`src/plsc_params.svh`:
```
// Constants for the PLL serial control port: widths, reset values, pin slots
`ifndef PLSC_PARAMS_SVH
`define PLSC_PARAMS_SVH

// Control word layout widths
`define PLSC_PRESET_W 11
`define PLSC_CTRL_W 16
`define PLSC_CNT_W 5

// Control word after reset: readback driver enabled, all else off
`define PLSC_CTRL_RST 16'h0001

// Input synchroniser depth
`define PLSC_SYNC_STAGES 3

// Slots of the sampled pin vector
`define PLSC_PIN_N 13
`define PLSC_PIN_CS 0
`define PLSC_PIN_HOLD 1
`define PLSC_PIN_DIR 2
`define PLSC_PIN_SCK 3
`define PLSC_PIN_SDI 4
`define PLSC_PIN_PRESET_N 5
`define PLSC_PIN_OSC_P 6
`define PLSC_PIN_OSC_N 7
`define PLSC_PIN_OSC_S 8
`define PLSC_PIN_SYNC_P 9
`define PLSC_PIN_SYNC_N 10
`define PLSC_PIN_SYNC_S 11
`define PLSC_PIN_VCO_FB 12

`endif

```
`src/plsc_pkg.sv`:
```
// Types shared by the PLL serial control port modules
package plsc_pkg;
  `include "plsc_params.svh"

  // Serial port mode, chosen by chip select and the direction line
  typedef enum logic [1:0] {PLSC_IDLE, PLSC_WRITE, PLSC_READ} plsc_mode_type;

  // Control word, first bit shifted in is the top of preset
  typedef struct packed {
    logic [`PLSC_PRESET_W-1:0] preset;
    logic sync_src_single;
    logic sync_pol_neg;
    logic test_src_single;
    logic test_route;
    logic readback_en;
  } plsc_ctrl_type;
endpackage

```
`src/plsc_pin_if.sv`:
```
// Raw pins in, filtered levels and edges out, between top and synchroniser
`timescale 1ns/1ps
interface plsc_pin_if #(parameter int N = 1);
  logic [N-1:0] raw;
  logic [N-1:0] lvl;
  logic [N-1:0] rise;
  logic [N-1:0] fall;
  modport user (output raw, input lvl, input rise, input fall);
  modport filt (input raw, output lvl, output rise, output fall);
endinterface

```
`src/plsc_pin_sync.sv`:
```
// Three-stage pin synchroniser with agreement filter and edge pulses
`timescale 1ns/1ps
module plsc_pin_sync #(
  parameter int N = 1
) (
  // Clock and reset
  input wire logic clk,
  input wire logic srst,
  // Pins and filtered results
  plsc_pin_if.filt pins
);
  import plsc_pkg::*;

  // Refuse an empty pin vector at elaboration
  if (N < 1)
  begin : g_bad_n
    $error("plsc_pin_sync: N must be at least 1");
  end

  genvar g;
  generate
    for (g = 0; g < N; g++)
    begin : g_pin
      logic s1_r;
      logic s2_r;
      logic s3_r;
      logic lvl_r;
      logic rise_r;
      logic fall_r;

      // Stage one feeds only stage two; metastability stays contained
      always_ff @(posedge clk)
      begin
        s1_r <= pins.raw[g];
        s2_r <= s1_r;
        s3_r <= s2_r;
      end

      // A change counts once stages two and three agree
      always_ff @(posedge clk)
      begin
        if (srst)
        begin
          lvl_r <= 1'b0;
          rise_r <= 1'b0;
          fall_r <= 1'b0;
        end
        else
        begin
          rise_r <= (s2_r == s3_r) && s2_r && !lvl_r;
          fall_r <= (s2_r == s3_r) && !s2_r && lvl_r;
          if (s2_r == s3_r)
            lvl_r <= s2_r;
        end
      end

      assign pins.lvl[g] = lvl_r;
      assign pins.rise[g] = rise_r;
      assign pins.fall[g] = fall_r;
    end
  endgenerate
endmodule // plsc_pin_sync

```
`src/plsc_top.sv`:
```
// PLL serial control port: three-line register access, hold, preset, sync, test routing
`timescale 1ns/1ps
`include "plsc_params.svh"
module plsc_top #(
  parameter int PRESET_W = `PLSC_PRESET_W
) (
  // Clock and reset
  input wire logic MCLK,
  input wire logic SRST,
  // Chip control pins
  input wire logic CS,
  input wire logic HOLD,
  input wire logic COUNTER_PRESET_N,
  // Serial control link
  input wire logic SERIAL_DIRECTION_SEL,
  input wire logic SERIAL_SHIFT_CLK,
  input wire logic SERIAL_IN_LINE,
  output logic SERIAL_READBACK_OUT,
  output logic SERIAL_READBACK_OE_N,
  // Oscillator inputs
  input wire logic EXT_OSC_DIFF_POS_IN,
  input wire logic EXT_OSC_DIFF_NEG_IN,
  input wire logic EXT_OSC_SINGLE_IN,
  input wire logic VCO_FEEDBACK_IN,
  // Sync inputs
  input wire logic LINE_SYNC_DIFF_POS_IN,
  input wire logic LINE_SYNC_DIFF_NEG_IN,
  input wire logic LINE_SYNC_SINGLE_IN,
  // Loop and counter results
  output logic PHASE_DET_EN,
  output logic LINE_SYNC_ACTIVE,
  output logic [PRESET_W-1:0] COUNTER_VALUE,
  output logic COUNTER_TERMINAL,
  output logic POWER_SAVE
);
  import plsc_pkg::*;

  // Counter width must match the preset field; refused at elaboration
  if (PRESET_W != `PLSC_PRESET_W)
  begin : g_bad_preset_w
    $error("plsc_top: PRESET_W must equal the preset field width");
  end

  plsc_pin_if #(.N(`PLSC_PIN_N)) pin_bus ();

  // Pin vector gathered for the synchroniser
  assign pin_bus.raw[`PLSC_PIN_CS] = CS;
  assign pin_bus.raw[`PLSC_PIN_HOLD] = HOLD;
  assign pin_bus.raw[`PLSC_PIN_DIR] = SERIAL_DIRECTION_SEL;
  assign pin_bus.raw[`PLSC_PIN_SCK] = SERIAL_SHIFT_CLK;
  assign pin_bus.raw[`PLSC_PIN_SDI] = SERIAL_IN_LINE;
  assign pin_bus.raw[`PLSC_PIN_PRESET_N] = COUNTER_PRESET_N;
  assign pin_bus.raw[`PLSC_PIN_OSC_P] = EXT_OSC_DIFF_POS_IN;
  assign pin_bus.raw[`PLSC_PIN_OSC_N] = EXT_OSC_DIFF_NEG_IN;
  assign pin_bus.raw[`PLSC_PIN_OSC_S] = EXT_OSC_SINGLE_IN;
  assign pin_bus.raw[`PLSC_PIN_SYNC_P] = LINE_SYNC_DIFF_POS_IN;
  assign pin_bus.raw[`PLSC_PIN_SYNC_N] = LINE_SYNC_DIFF_NEG_IN;
  assign pin_bus.raw[`PLSC_PIN_SYNC_S] = LINE_SYNC_SINGLE_IN;
  assign pin_bus.raw[`PLSC_PIN_VCO_FB] = VCO_FEEDBACK_IN;

  plsc_pin_sync #(.N(`PLSC_PIN_N)) u_sync (
    .clk (MCLK),
    .srst (SRST),
    .pins (pin_bus.filt)
  );

  // Filtered pin views
  logic cs_on;
  logic hold_on;
  logic dir_read;
  logic sck_rise;
  logic sck_fall;
  logic sdi;
  logic preset_req;
  assign cs_on = pin_bus.lvl[`PLSC_PIN_CS];
  assign hold_on = pin_bus.lvl[`PLSC_PIN_HOLD];
  assign dir_read = pin_bus.lvl[`PLSC_PIN_DIR];
  assign sck_rise = pin_bus.rise[`PLSC_PIN_SCK];
  assign sck_fall = pin_bus.fall[`PLSC_PIN_SCK];
  assign sdi = pin_bus.lvl[`PLSC_PIN_SDI];
  assign preset_req = !pin_bus.lvl[`PLSC_PIN_PRESET_N];

  plsc_mode_type mode_r;
  plsc_mode_type mode_nxt;
  plsc_ctrl_type ctrl_r;
  logic [`PLSC_CTRL_W-1:0] wr_shift_r;
  logic [`PLSC_CNT_W-1:0] wr_cnt_r;
  logic [`PLSC_CTRL_W-1:0] rd_shift_r;
  logic [PRESET_W-1:0] cnt_r;
  logic wr_full;
  logic commit;
  logic enter_read;
  plsc_ctrl_type wr_word;
  logic rb_en_now;

  // Mode from chip select and direction line
  always_comb
  begin
    if (!cs_on)
      mode_nxt = PLSC_IDLE;
    else if (dir_read)
      mode_nxt = PLSC_READ;
    else
      mode_nxt = PLSC_WRITE;
  end

  // A write only takes effect with a full word; short frames are dropped
  assign wr_full = (wr_cnt_r == 5'(`PLSC_CTRL_W));
  assign commit = (mode_r == PLSC_WRITE) && (mode_nxt != PLSC_WRITE) && wr_full;
  assign enter_read = (mode_r != PLSC_READ) && (mode_nxt == PLSC_READ);
  // Driver follows a word in its commit cycle, so a disabling write never glitches it on
  assign wr_word = plsc_ctrl_type'(wr_shift_r);
  assign rb_en_now = commit ? wr_word.readback_en : ctrl_r.readback_en;

  // Mode register
  always_ff @(posedge MCLK)
  begin
    if (SRST)
      mode_r <= PLSC_IDLE;
    else
      mode_r <= mode_nxt;
  end

  // Write shifter and bit count; only the count is cleared between frames
  always_ff @(posedge MCLK)
  begin
    if (SRST)
    begin
      wr_shift_r <= '0;
      wr_cnt_r <= '0;
    end
    else
    begin
      case (mode_r)
        PLSC_WRITE:
        begin
          if (sck_rise && mode_nxt == PLSC_WRITE)
          begin
            wr_shift_r <= {wr_shift_r[`PLSC_CTRL_W-2:0], sdi};
            if (!wr_full)
              wr_cnt_r <= wr_cnt_r + 5'(1);
          end
        end
        default:
          wr_cnt_r <= '0;
      endcase
    end
  end

  // Control register, kept through power saving
  always_ff @(posedge MCLK)
  begin
    if (SRST)
      ctrl_r <= plsc_ctrl_type'(`PLSC_CTRL_RST);
    else if (commit)
      ctrl_r <= wr_word;
  end

  // Read snapshot and readback bit, top bit first
  always_ff @(posedge MCLK)
  begin
    if (SRST)
    begin
      rd_shift_r <= '0;
      SERIAL_READBACK_OUT <= 1'b0;
    end
    else if (enter_read)
      rd_shift_r <= commit ? wr_shift_r : ctrl_r;
    else if (mode_r == PLSC_READ && sck_fall)
    begin
      SERIAL_READBACK_OUT <= rd_shift_r[`PLSC_CTRL_W-1];
      rd_shift_r <= {rd_shift_r[`PLSC_CTRL_W-2:0], 1'b0};
    end
  end

  // Readback driver: on only when reading, enabled and selected
  always_ff @(posedge MCLK)
  begin
    if (SRST)
      SERIAL_READBACK_OE_N <= 1'b1;
    else
      SERIAL_READBACK_OE_N <= !(rb_en_now && mode_nxt == PLSC_READ);
  end

  // Phase detector stops on hold or power saving
  always_ff @(posedge MCLK)
  begin
    if (SRST)
    begin
      PHASE_DET_EN <= 1'b0;
      POWER_SAVE <= 1'b1;
    end
    else
    begin
      PHASE_DET_EN <= cs_on && !hold_on;
      POWER_SAVE <= !cs_on;
    end
  end

  // Sync source and polarity; a negative sync is inverted to active high
  logic sync_diff;
  logic sync_sel;
  assign sync_diff = pin_bus.lvl[`PLSC_PIN_SYNC_P] && !pin_bus.lvl[`PLSC_PIN_SYNC_N];
  assign sync_sel = ctrl_r.sync_src_single ? pin_bus.lvl[`PLSC_PIN_SYNC_S] : sync_diff;
  always_ff @(posedge MCLK)
  begin
    if (SRST)
      LINE_SYNC_ACTIVE <= 1'b0;
    else
      LINE_SYNC_ACTIVE <= cs_on && (sync_sel ^ ctrl_r.sync_pol_neg);
  end

  // Counter clock: the loop feedback, or an external oscillator in test
  logic osc_diff_prev_r;
  logic osc_diff;
  logic osc_diff_rise;
  logic cnt_tick;
  assign osc_diff = pin_bus.lvl[`PLSC_PIN_OSC_P] && !pin_bus.lvl[`PLSC_PIN_OSC_N];
  assign osc_diff_rise = osc_diff && !osc_diff_prev_r;
  always_ff @(posedge MCLK)
  begin
    if (SRST)
      osc_diff_prev_r <= 1'b0;
    else
      osc_diff_prev_r <= osc_diff;
  end
  always_comb
  begin
    if (!ctrl_r.test_route)
      cnt_tick = pin_bus.rise[`PLSC_PIN_VCO_FB];
    else if (ctrl_r.test_src_single)
      cnt_tick = pin_bus.rise[`PLSC_PIN_OSC_S];
    else
      cnt_tick = osc_diff_rise;
  end

  // Programmable down counter; preset wins over counting
  always_ff @(posedge MCLK)
  begin
    if (SRST)
    begin
      cnt_r <= '0;
      COUNTER_TERMINAL <= 1'b0;
    end
    else
    begin
      COUNTER_TERMINAL <= 1'b0;
      if (!cs_on)
        cnt_r <= cnt_r;
      else if (preset_req)
        cnt_r <= ctrl_r.preset;
      else if (cnt_tick)
      begin
        if (cnt_r == '0)
        begin
          cnt_r <= ctrl_r.preset;
          COUNTER_TERMINAL <= 1'b1;
        end
        else
          cnt_r <= cnt_r - PRESET_W'(1);
      end
    end
  end

  // Counter value out of its own flop
  always_ff @(posedge MCLK)
  begin
    if (SRST)
      COUNTER_VALUE <= '0;
    else
      COUNTER_VALUE <= cnt_r;
  end
endmodule // plsc_top

```
`config.mk`:
```
export PLATFORM = sky130hd
export DESIGN_NAME = plsc_top
export DESIGN_NICKNAME = d
export VERILOG_FILES = /design/src/plsc_pkg.sv /design/src/plsc_pin_if.sv /design/src/plsc_pin_sync.sv /design/src/plsc_top.sv
export VERILOG_INCLUDE_DIRS = /design/src
export SDC_FILE = /design/constraint.sdc
export NUM_CORES = 1
export LEC_CHECK = 0
export ABC_AREA = 1
export BUFFER_PORTS_ARGS = -buffer_cell sky130_fd_sc_hd__buf_2
export CAP_MARGIN = 20
export CORE_MARGIN = 2
export CORE_UTILIZATION = 40
export DETAILED_ROUTE_END_ITERATION = 10
export PLACE_DENSITY = 0.62
export SYNTH_ARGS = -nofsm -noshare
export SYNTH_HDL_FRONTEND = slang
export SYNTH_SLANG_ARGS = --single-unit
```
`constraint.sdc`:
```
create_clock -name MCLK -period 1.6 [get_ports MCLK]
set_input_delay 0.24 -clock MCLK [delete_from_list [all_inputs] [get_ports MCLK]]
set_output_delay 0.24 -clock MCLK [all_outputs]
set_load 0.1 [all_outputs]
```
======== After elaboration in Yosys (flattened, before gate mapping) ========
Cells that the tools add are included.
Widths: inputs -> output; s select.
cells by class
  reductions and logical operators ........ 37
  $add $sub $neg .......................... 2
  shifts and indexed selects .............. 0
  multipliers ............................. 0
  div/mod/pow operators ................... 0
  bitwise logic cells ..................... 7
  multiplexer cells ....................... 13
  equal/unequal tests ..................... 21
  $lt $le $gt $ge ......................... 0
operator list
  operator               count
  $mux 16                3
  $mux 11                3
  $logic_and 1x1->1      19
  $eq 1x1->1             13
  $logic_not 11->1       1
  $sub 11x1->11 const B  1
  $logic_not 1->1        10
  $reduce_and 2->1       4
  $not 1->1              6
  $add 5x1->5 const B    1
  $eq 5x5->1 const B     1
  $mux 1                 5
  $eq 2x1->1 const B     2
  $eq 2x2->1 const B     2
  $mux 2                 2
  $ne 2x2->1 const B     2
  $reduce_or 4->1        1
  $ne 2x1->1 const B     1
  $reduce_bool 2->1      1
  $reduce_or 2->1        1
  $xor 1x1->1            1
storage, ports and cells
  word-level logic and storage cells ...... 155
  bits in latches ......................... 0
  memories kept ........................... 0
  register bits after elaboration ......... 140
  RAM bits ................................ 0
  memory bits (read-only) ................. 0

======== Longest topological paths before layout ========
  depth in word-level cells ............... 8
  gate-level depth with buffers ........... 11
  gate-level depth less buffers ........... 10

======== Modules after synthesis ========
A second synthesis with hierarchy kept.
second synthesis, totals
  cell total of the unflattened synthesis .. 808
  area total of the unflattened synthesis .. 6406.1 sq um
by module, submodules not included
  module         cells an instance  area an instance (sq um)  instances
  plsc_top       517                3627.2                    1
  plsc_pin_sync  291                2778.9                    1

======== Worst setup path after synthesis ========
OpenSTA, ideal clock, no wires.
  path kind ............................... reg2reg
  start point ............................. reg cnt_r[0]
  end point ............................... reg cnt_r[10]
  period minus slack after synthesis ...... 1.379 ns
  arrival ................................. 1.267 ns
  path buffers ............................ 1
  cell stages (with the launch flop) ...... 10
  slack ................................... 0.221 ns
  required time ........................... 1.488 ns
  cell sequence ........................... dfxtp_1 inv_1 ha_1 nor3b_1 nand2_2 buf_6 a21oi_1 nor2_1 nand2_1 nand2_1
between the ends
  cells in the longest elaborated chain, start to end .. 4
  elaborated cells between the ends (all ways) .. 5
  classes of those cells .................. add/sub (1); mux (3); reduce/logical (1)
ends and longest elaborated chain
  item                                               line                              text
  start, declared                                    plsc_top.sv:89                    logic [PRESET_W-1:0] cnt_r;
  start signal, assigned                             plsc_top.sv:249                   cnt_r <= cnt_r;
  start signal, assigned                             plsc_top.sv:251                   cnt_r <= ctrl_r.preset;
  start signal, assigned                             plsc_top.sv:256                   cnt_r <= ctrl_r.preset;
  $sub 11x1->11 or $logic_not 11->1 (tied branches)  plsc_top.sv:260, plsc_top.sv:254
  $mux 11 *                                          plsc_top.sv:254                   if (cnt_r == '0)
  $mux 11 *                                          plsc_top.sv:252                   else if (cnt_tick)
  $mux 11 *                                          plsc_top.sv:250                   else if (preset_req)
Mark *: on every way between the ends. The rest lies on a longest branch, timed or not. The select of a mux whose other input is x is not followed.
A chain may end at the register's enable or synchronous reset.

======== Worst setup path in the final report ========
  start point ............................. reg cnt_r[5]
  end point ............................... reg cnt_r[6]
Same word-level chain as after synthesis.

==> impl_metrics.prom <==
# TYPE chip_impl_metric gauge
chip_impl_metric{name="final_max_slew_viols",unit=""} 0
chip_impl_info{name="hold_path_class",value="input pin to flop"} 1
chip_impl_metric{name="dieArea",unit="µm²"} 13700
chip_impl_metric{name="clock_path_buffers",unit=""} 2
chip_impl_metric{name="pin_count_of_the_biggest_net_entering_global_routing",unit=""} 45
chip_impl_metric{name="syn_nets",unit=""} 651
chip_impl_info{name="tritoncts",value="done"} 1
chip_impl_metric{name="path_clk_slew",unit="ns"} 0.05
chip_impl_metric{name="combined_area_of_all_synthesized_cells",unit="µm²"} 5120
chip_impl_metric{name="antenna_found_initial",unit=""} 0
chip_impl_metric{name="cts-buffers-inserted",unit=""} 17
chip_impl_metric{name="finalNonFillerCells",unit=""} 872
chip_impl_metric{name="global_route_usage_over_all_layers",unit=""} 0.167
chip_impl_metric{name="vias_per_cell",unit=""} 4.64
chip_impl_metric{name="first_pass_iters",unit=""} 5
chip_impl_metric{name="drive_gt1_frac",unit=""} 0.156
chip_impl_info{name="synth_top_cells_by_area",value="sky130_fd_sc_hd__dfxtp_1 55%, sky130_fd_sc_hd__nand2_1 8.3%, sky130_fd_sc_hd__nor2_1 6.6%, sky130_fd_sc_hd__o21ai_0 5.6%, sky130_fd_sc_hd__inv_1 4.7%"} 1
chip_impl_metric{name="die_h",unit="µm"} 117
chip_impl_metric{name="achievable-frequency",unit="MHz"} 669
chip_impl_info{name="synthTopCellsByCount",value="140 x sky130_fd_sc_hd__dfxtp_1, 113 x sky130_fd_sc_hd__nand2_1, 90 x sky130_fd_sc_hd__nor2_1"} 1
chip_impl_metric{name="hold_viol_final",unit=""} 0
chip_impl_metric{name="wirelength",unit="mm"} 10.2
chip_impl_metric{name="coreArea",unit="µm²"} 12600
chip_impl_metric{name="post_synth_inst_count",unit=""} 628
chip_impl_metric{name="avg_synthesized_cell_area",unit="µm²"} 8.16
chip_impl_metric{name="synth-seq-area-share",unit=""} 0.547
chip_impl_metric{name="initial_utilization",unit=""} 0.408
chip_impl_metric{name="post_synth_num_cell_types",unit=""} 30
chip_impl_metric{name="drt_iter0_markers",unit=""} 221
chip_impl_info{name="worstSetupEndpointType",value="flop"} 1
chip_impl_metric{name="yosys_warnings",unit=""} 0
chip_impl_metric{name="numPlacedInstances",unit=""} 825
chip_impl_metric{name="ir_drop",unit="mV"} 0.913
chip_impl_info{name="netlist.top_cell.by_area",value="sky130_fd_sc_hd__dfxtp_1"} 1
chip_impl_metric{name="die_w",unit="µm"} 117
chip_impl_metric{name="crit_path_time_final",unit="ns"} 1.49
chip_impl_info{name="yosysMostFrequentCell",value="sky130_fd_sc_hd__dfxtp_1"} 1
chip_impl_metric{name="design.final.nets",unit=""} 710
chip_impl_metric{name="cp_data_required_time",unit="ns"} 1.91
chip_impl_metric{name="number_of_global_route_vias_before_repair",unit=""} 3832
chip_impl_metric{name="path_max_fanout",unit=""} 5
chip_impl_metric{name="synth_seq_cells",unit=""} 140
chip_impl_metric{name="gr-total-overflow",unit=""} 0
chip_impl_metric{name="drt.antenna.violating_nets",unit=""} 0
chip_impl_metric{name="clk-insertion-delay-late",unit="ns"} 0.42
chip_impl_metric{name="timing.clock.skew",unit="ns"} 0.00749
chip_impl_metric{name="fillers",unit=""} 1145
chip_impl_metric{name="grt_pass1_wl",unit="mm"} 17.4
chip_impl_metric{name="clock-sinks",unit=""} 140
chip_impl_metric{name="slew_headroom",unit=""} 0.676
chip_impl_metric{name="timing.final.crit_share",unit=""} 0.934
chip_impl_info{name="setup_repair_after_global_routing_missed_its_margin",value="true"} 1
chip_impl_metric{name="num_io_pins",unit=""} 32
chip_impl_metric{name="drcViolationCount",unit=""} 0
chip_impl_metric{name="placement.io_buffers",unit=""} 31
chip_impl_metric{name="synth_edf_count",unit=""} 0
chip_impl_metric{name="num_rows",unit=""} 41
chip_impl_metric{name="avgRoutedWirePerCell",unit="µm"} 11.7
chip_impl_info{name="worstSetupPathType",value="flop to flop"} 1
chip_impl_metric{name="maxCapViolations",unit=""} 0
chip_impl_metric{name="report.power.total",unit="mW"} 7.91
chip_impl_metric{name="detailroute.via_count",unit=""} 4050
chip_impl_metric{name="transition_time_of_the_tightest_slew_check_pin",unit="ns"} 0.490
chip_impl_metric{name="globalplace.congestion",unit=""} 0.905
chip_impl_metric{name="place_hpwl",unit="mm"} 7.24
chip_impl_info{name="synthFlopType",value="sky130_fd_sc_hd__dfxtp_1"} 1
chip_impl_metric{name="flow.area_growth_from_synthesis",unit="%"} 22.1
chip_impl_metric{name="netlist.area_leader.share",unit=""} 0.547
chip_impl_info{name="root_buffer",value="sky130_fd_sc_hd__clkbuf_16"} 1
chip_impl_info{name="cp-start-kind",value="flop"} 1
chip_impl_metric{name="p_leak",unit="nW"} 2.72
chip_impl_metric{name="pwr_density_cell",unit="nW/µm²"} 1260
chip_impl_metric{name="antenna_cells",unit=""} 0
chip_impl_metric{name="async_flop_share",unit=""} 0
chip_impl_metric{name="critPathArrivalTime",unit="ns"} 1.80
chip_impl_metric{name="finalCoreUtilization",unit=""} 0.497
chip_impl_metric{name="cts_max_level",unit=""} 4
chip_impl_info{name="outcome",value="finished clean"} 1
chip_impl_metric{name="setup-violations-final",unit=""} 0
## area by class of cell
cell class | count | area (µm²) | area share
Clock buffer | 22 | 484 | 0.0774
Inverter | 69 | 259 | 0.0414
Tap cell | 172 | 215 | 0.0344
Clock inverter | 10 | 88.8 | 0.0142
Multi-Input combinational cell | 397 | 1960 | 0.313
Timing Repair Buffer | 62 | 445 | 0.0712
Sequential cell | 140 | 2800 | 0.448
## layout by cell type (no fill, tap or decap), drive strengths merged
master and count:
a21oi 44, and2 4, buf 49, bufinv 1
clkbuf 22, clkinv 4, clkinvlp 4, dfxtp 140
dlygate4sd3 13, ha 8, inv 70, nand2 119
nand3 42, nand3b 12, nand4 2, nor2 93
nor3 3, nor3b 1, nor4 1, o21ai 63
or2 1, xnor2 1, xor2 3
## worst max-delay path: stages (launching register included)
cell	delay, ns
sky130_fd_sc_hd__dfxtp_1	0.36
sky130_fd_sc_hd__nor2_2	0.19
sky130_fd_sc_hd__nand2_2	0.10
sky130_fd_sc_hd__nor2_2	0.15
sky130_fd_sc_hd__nand2_2	0.13
sky130_fd_sc_hd__buf_4	0.18
sky130_fd_sc_hd__nand3_1	0.07
sky130_fd_sc_hd__nand3_1	0.08
sky130_fd_sc_hd__nand2_1	0.09
sky130_fd_sc_hd__inv_1	0.04
## logic make-up (layout without fill, tap and decap cells)
group                    Yosys count  in the layout  share of synthesized area
AND/OR/NAND/NOR                  278            278                      0.240
XOR/XNOR                           4              4                    0.00684
buffers and inverters             91            163                     0.0750
adder cells (fa/ha/maj)            8              8                     0.0195
flip-flops                       140            140                      0.547
AO/OA/AOI/OAI                    107            107                      0.111
## layer usage
layer | GRT usage | vias to the layer above | routed length (µm)
met4 | 0.0808 | 0 | 210
met1 | 0.202 | 1830 | 4800
met3 | 0.0510 | 18 | 400
li1 | - | 2123 | -
met2 | 0.270 | 79 | 4800
met5 | 0 | - | 0
## stage by stage
step | setup TNS (ns) | hold WS (ns) | instance area, µm² | worst slack, ns
3_3_place_gp | 0 | 0.310 | 5510 | 0.125
5_1_grt | -0.0240 | 0.228 | 6250 | -0.0187
3_5_place_dp | 0 | 0.312 | 5510 | 0.0504
2_1_floorplan | 0 | 0.268 | 5120 | 0.221
4_1_cts | 0 | 0.182 | 6220 | 0.0362
6_report | 0 | 0.205 | 6250 | 0.106
## timing repair
item,CTS,global route
hold endpoints to repair,13,0
hold buffers,13,0
gates resized for setup,0,5
setup endpoints to repair,0,17
setup buffers,0,2
## power breakdown
| group | switching (mW) | internal (mW) | leakage, nW |
|---|---|---|---|
| registers | 0.0604 | 3.60 | 1.15 |
| clock network | 1.40 | 2.29 | 0.274 |
| logic | 0.357 | 0.194 | 1.30 |
## state kept, by name, indices dropped and copies added (netlist names)
name	count
ctrl_r	16
SERIAL_READBACK_OUT	1
mode_r	2
wr_cnt_r	5
u_sync.g_pin.s2_r	13
u_sync.g_pin.lvl_r	13
osc_diff_prev_r	1
u_sync.g_pin.rise_r	3
rd_shift_r	16
POWER_SAVE	1
LINE_SYNC_ACTIVE	1
cnt_r	11
u_sync.g_pin.fall_r	1
u_sync.g_pin.s3_r	13
wr_shift_r	16
COUNTER_TERMINAL	1
u_sync.g_pin.s1_r	13
SERIAL_READBACK_OE_N	1
PHASE_DET_EN	1
COUNTER_VALUE	11
## path summary, 6_finish.rpt
kind	from	slack [ns]	cells past startpoint	end
worst max-delay path	cnt_r[5]$_SDFFE_PP0P_	0.11	9	cnt_r[6]$_SDFFE_PP0P_
worst min-delay path	SRST	0.21	2	COUNTER_VALUE[3]$_SDFF_PP0_
worst max register to register	cnt_r[5]$_SDFFE_PP0P_	0.11	9	cnt_r[6]$_SDFFE_PP0P_
worst min register to register	u_sync.g_pin[1].s1_r$_DFF_P_	0.32	0	u_sync.g_pin[1].s2_r$_DFF_P_
No activity file was read; power rests on OpenSTA's default activity.
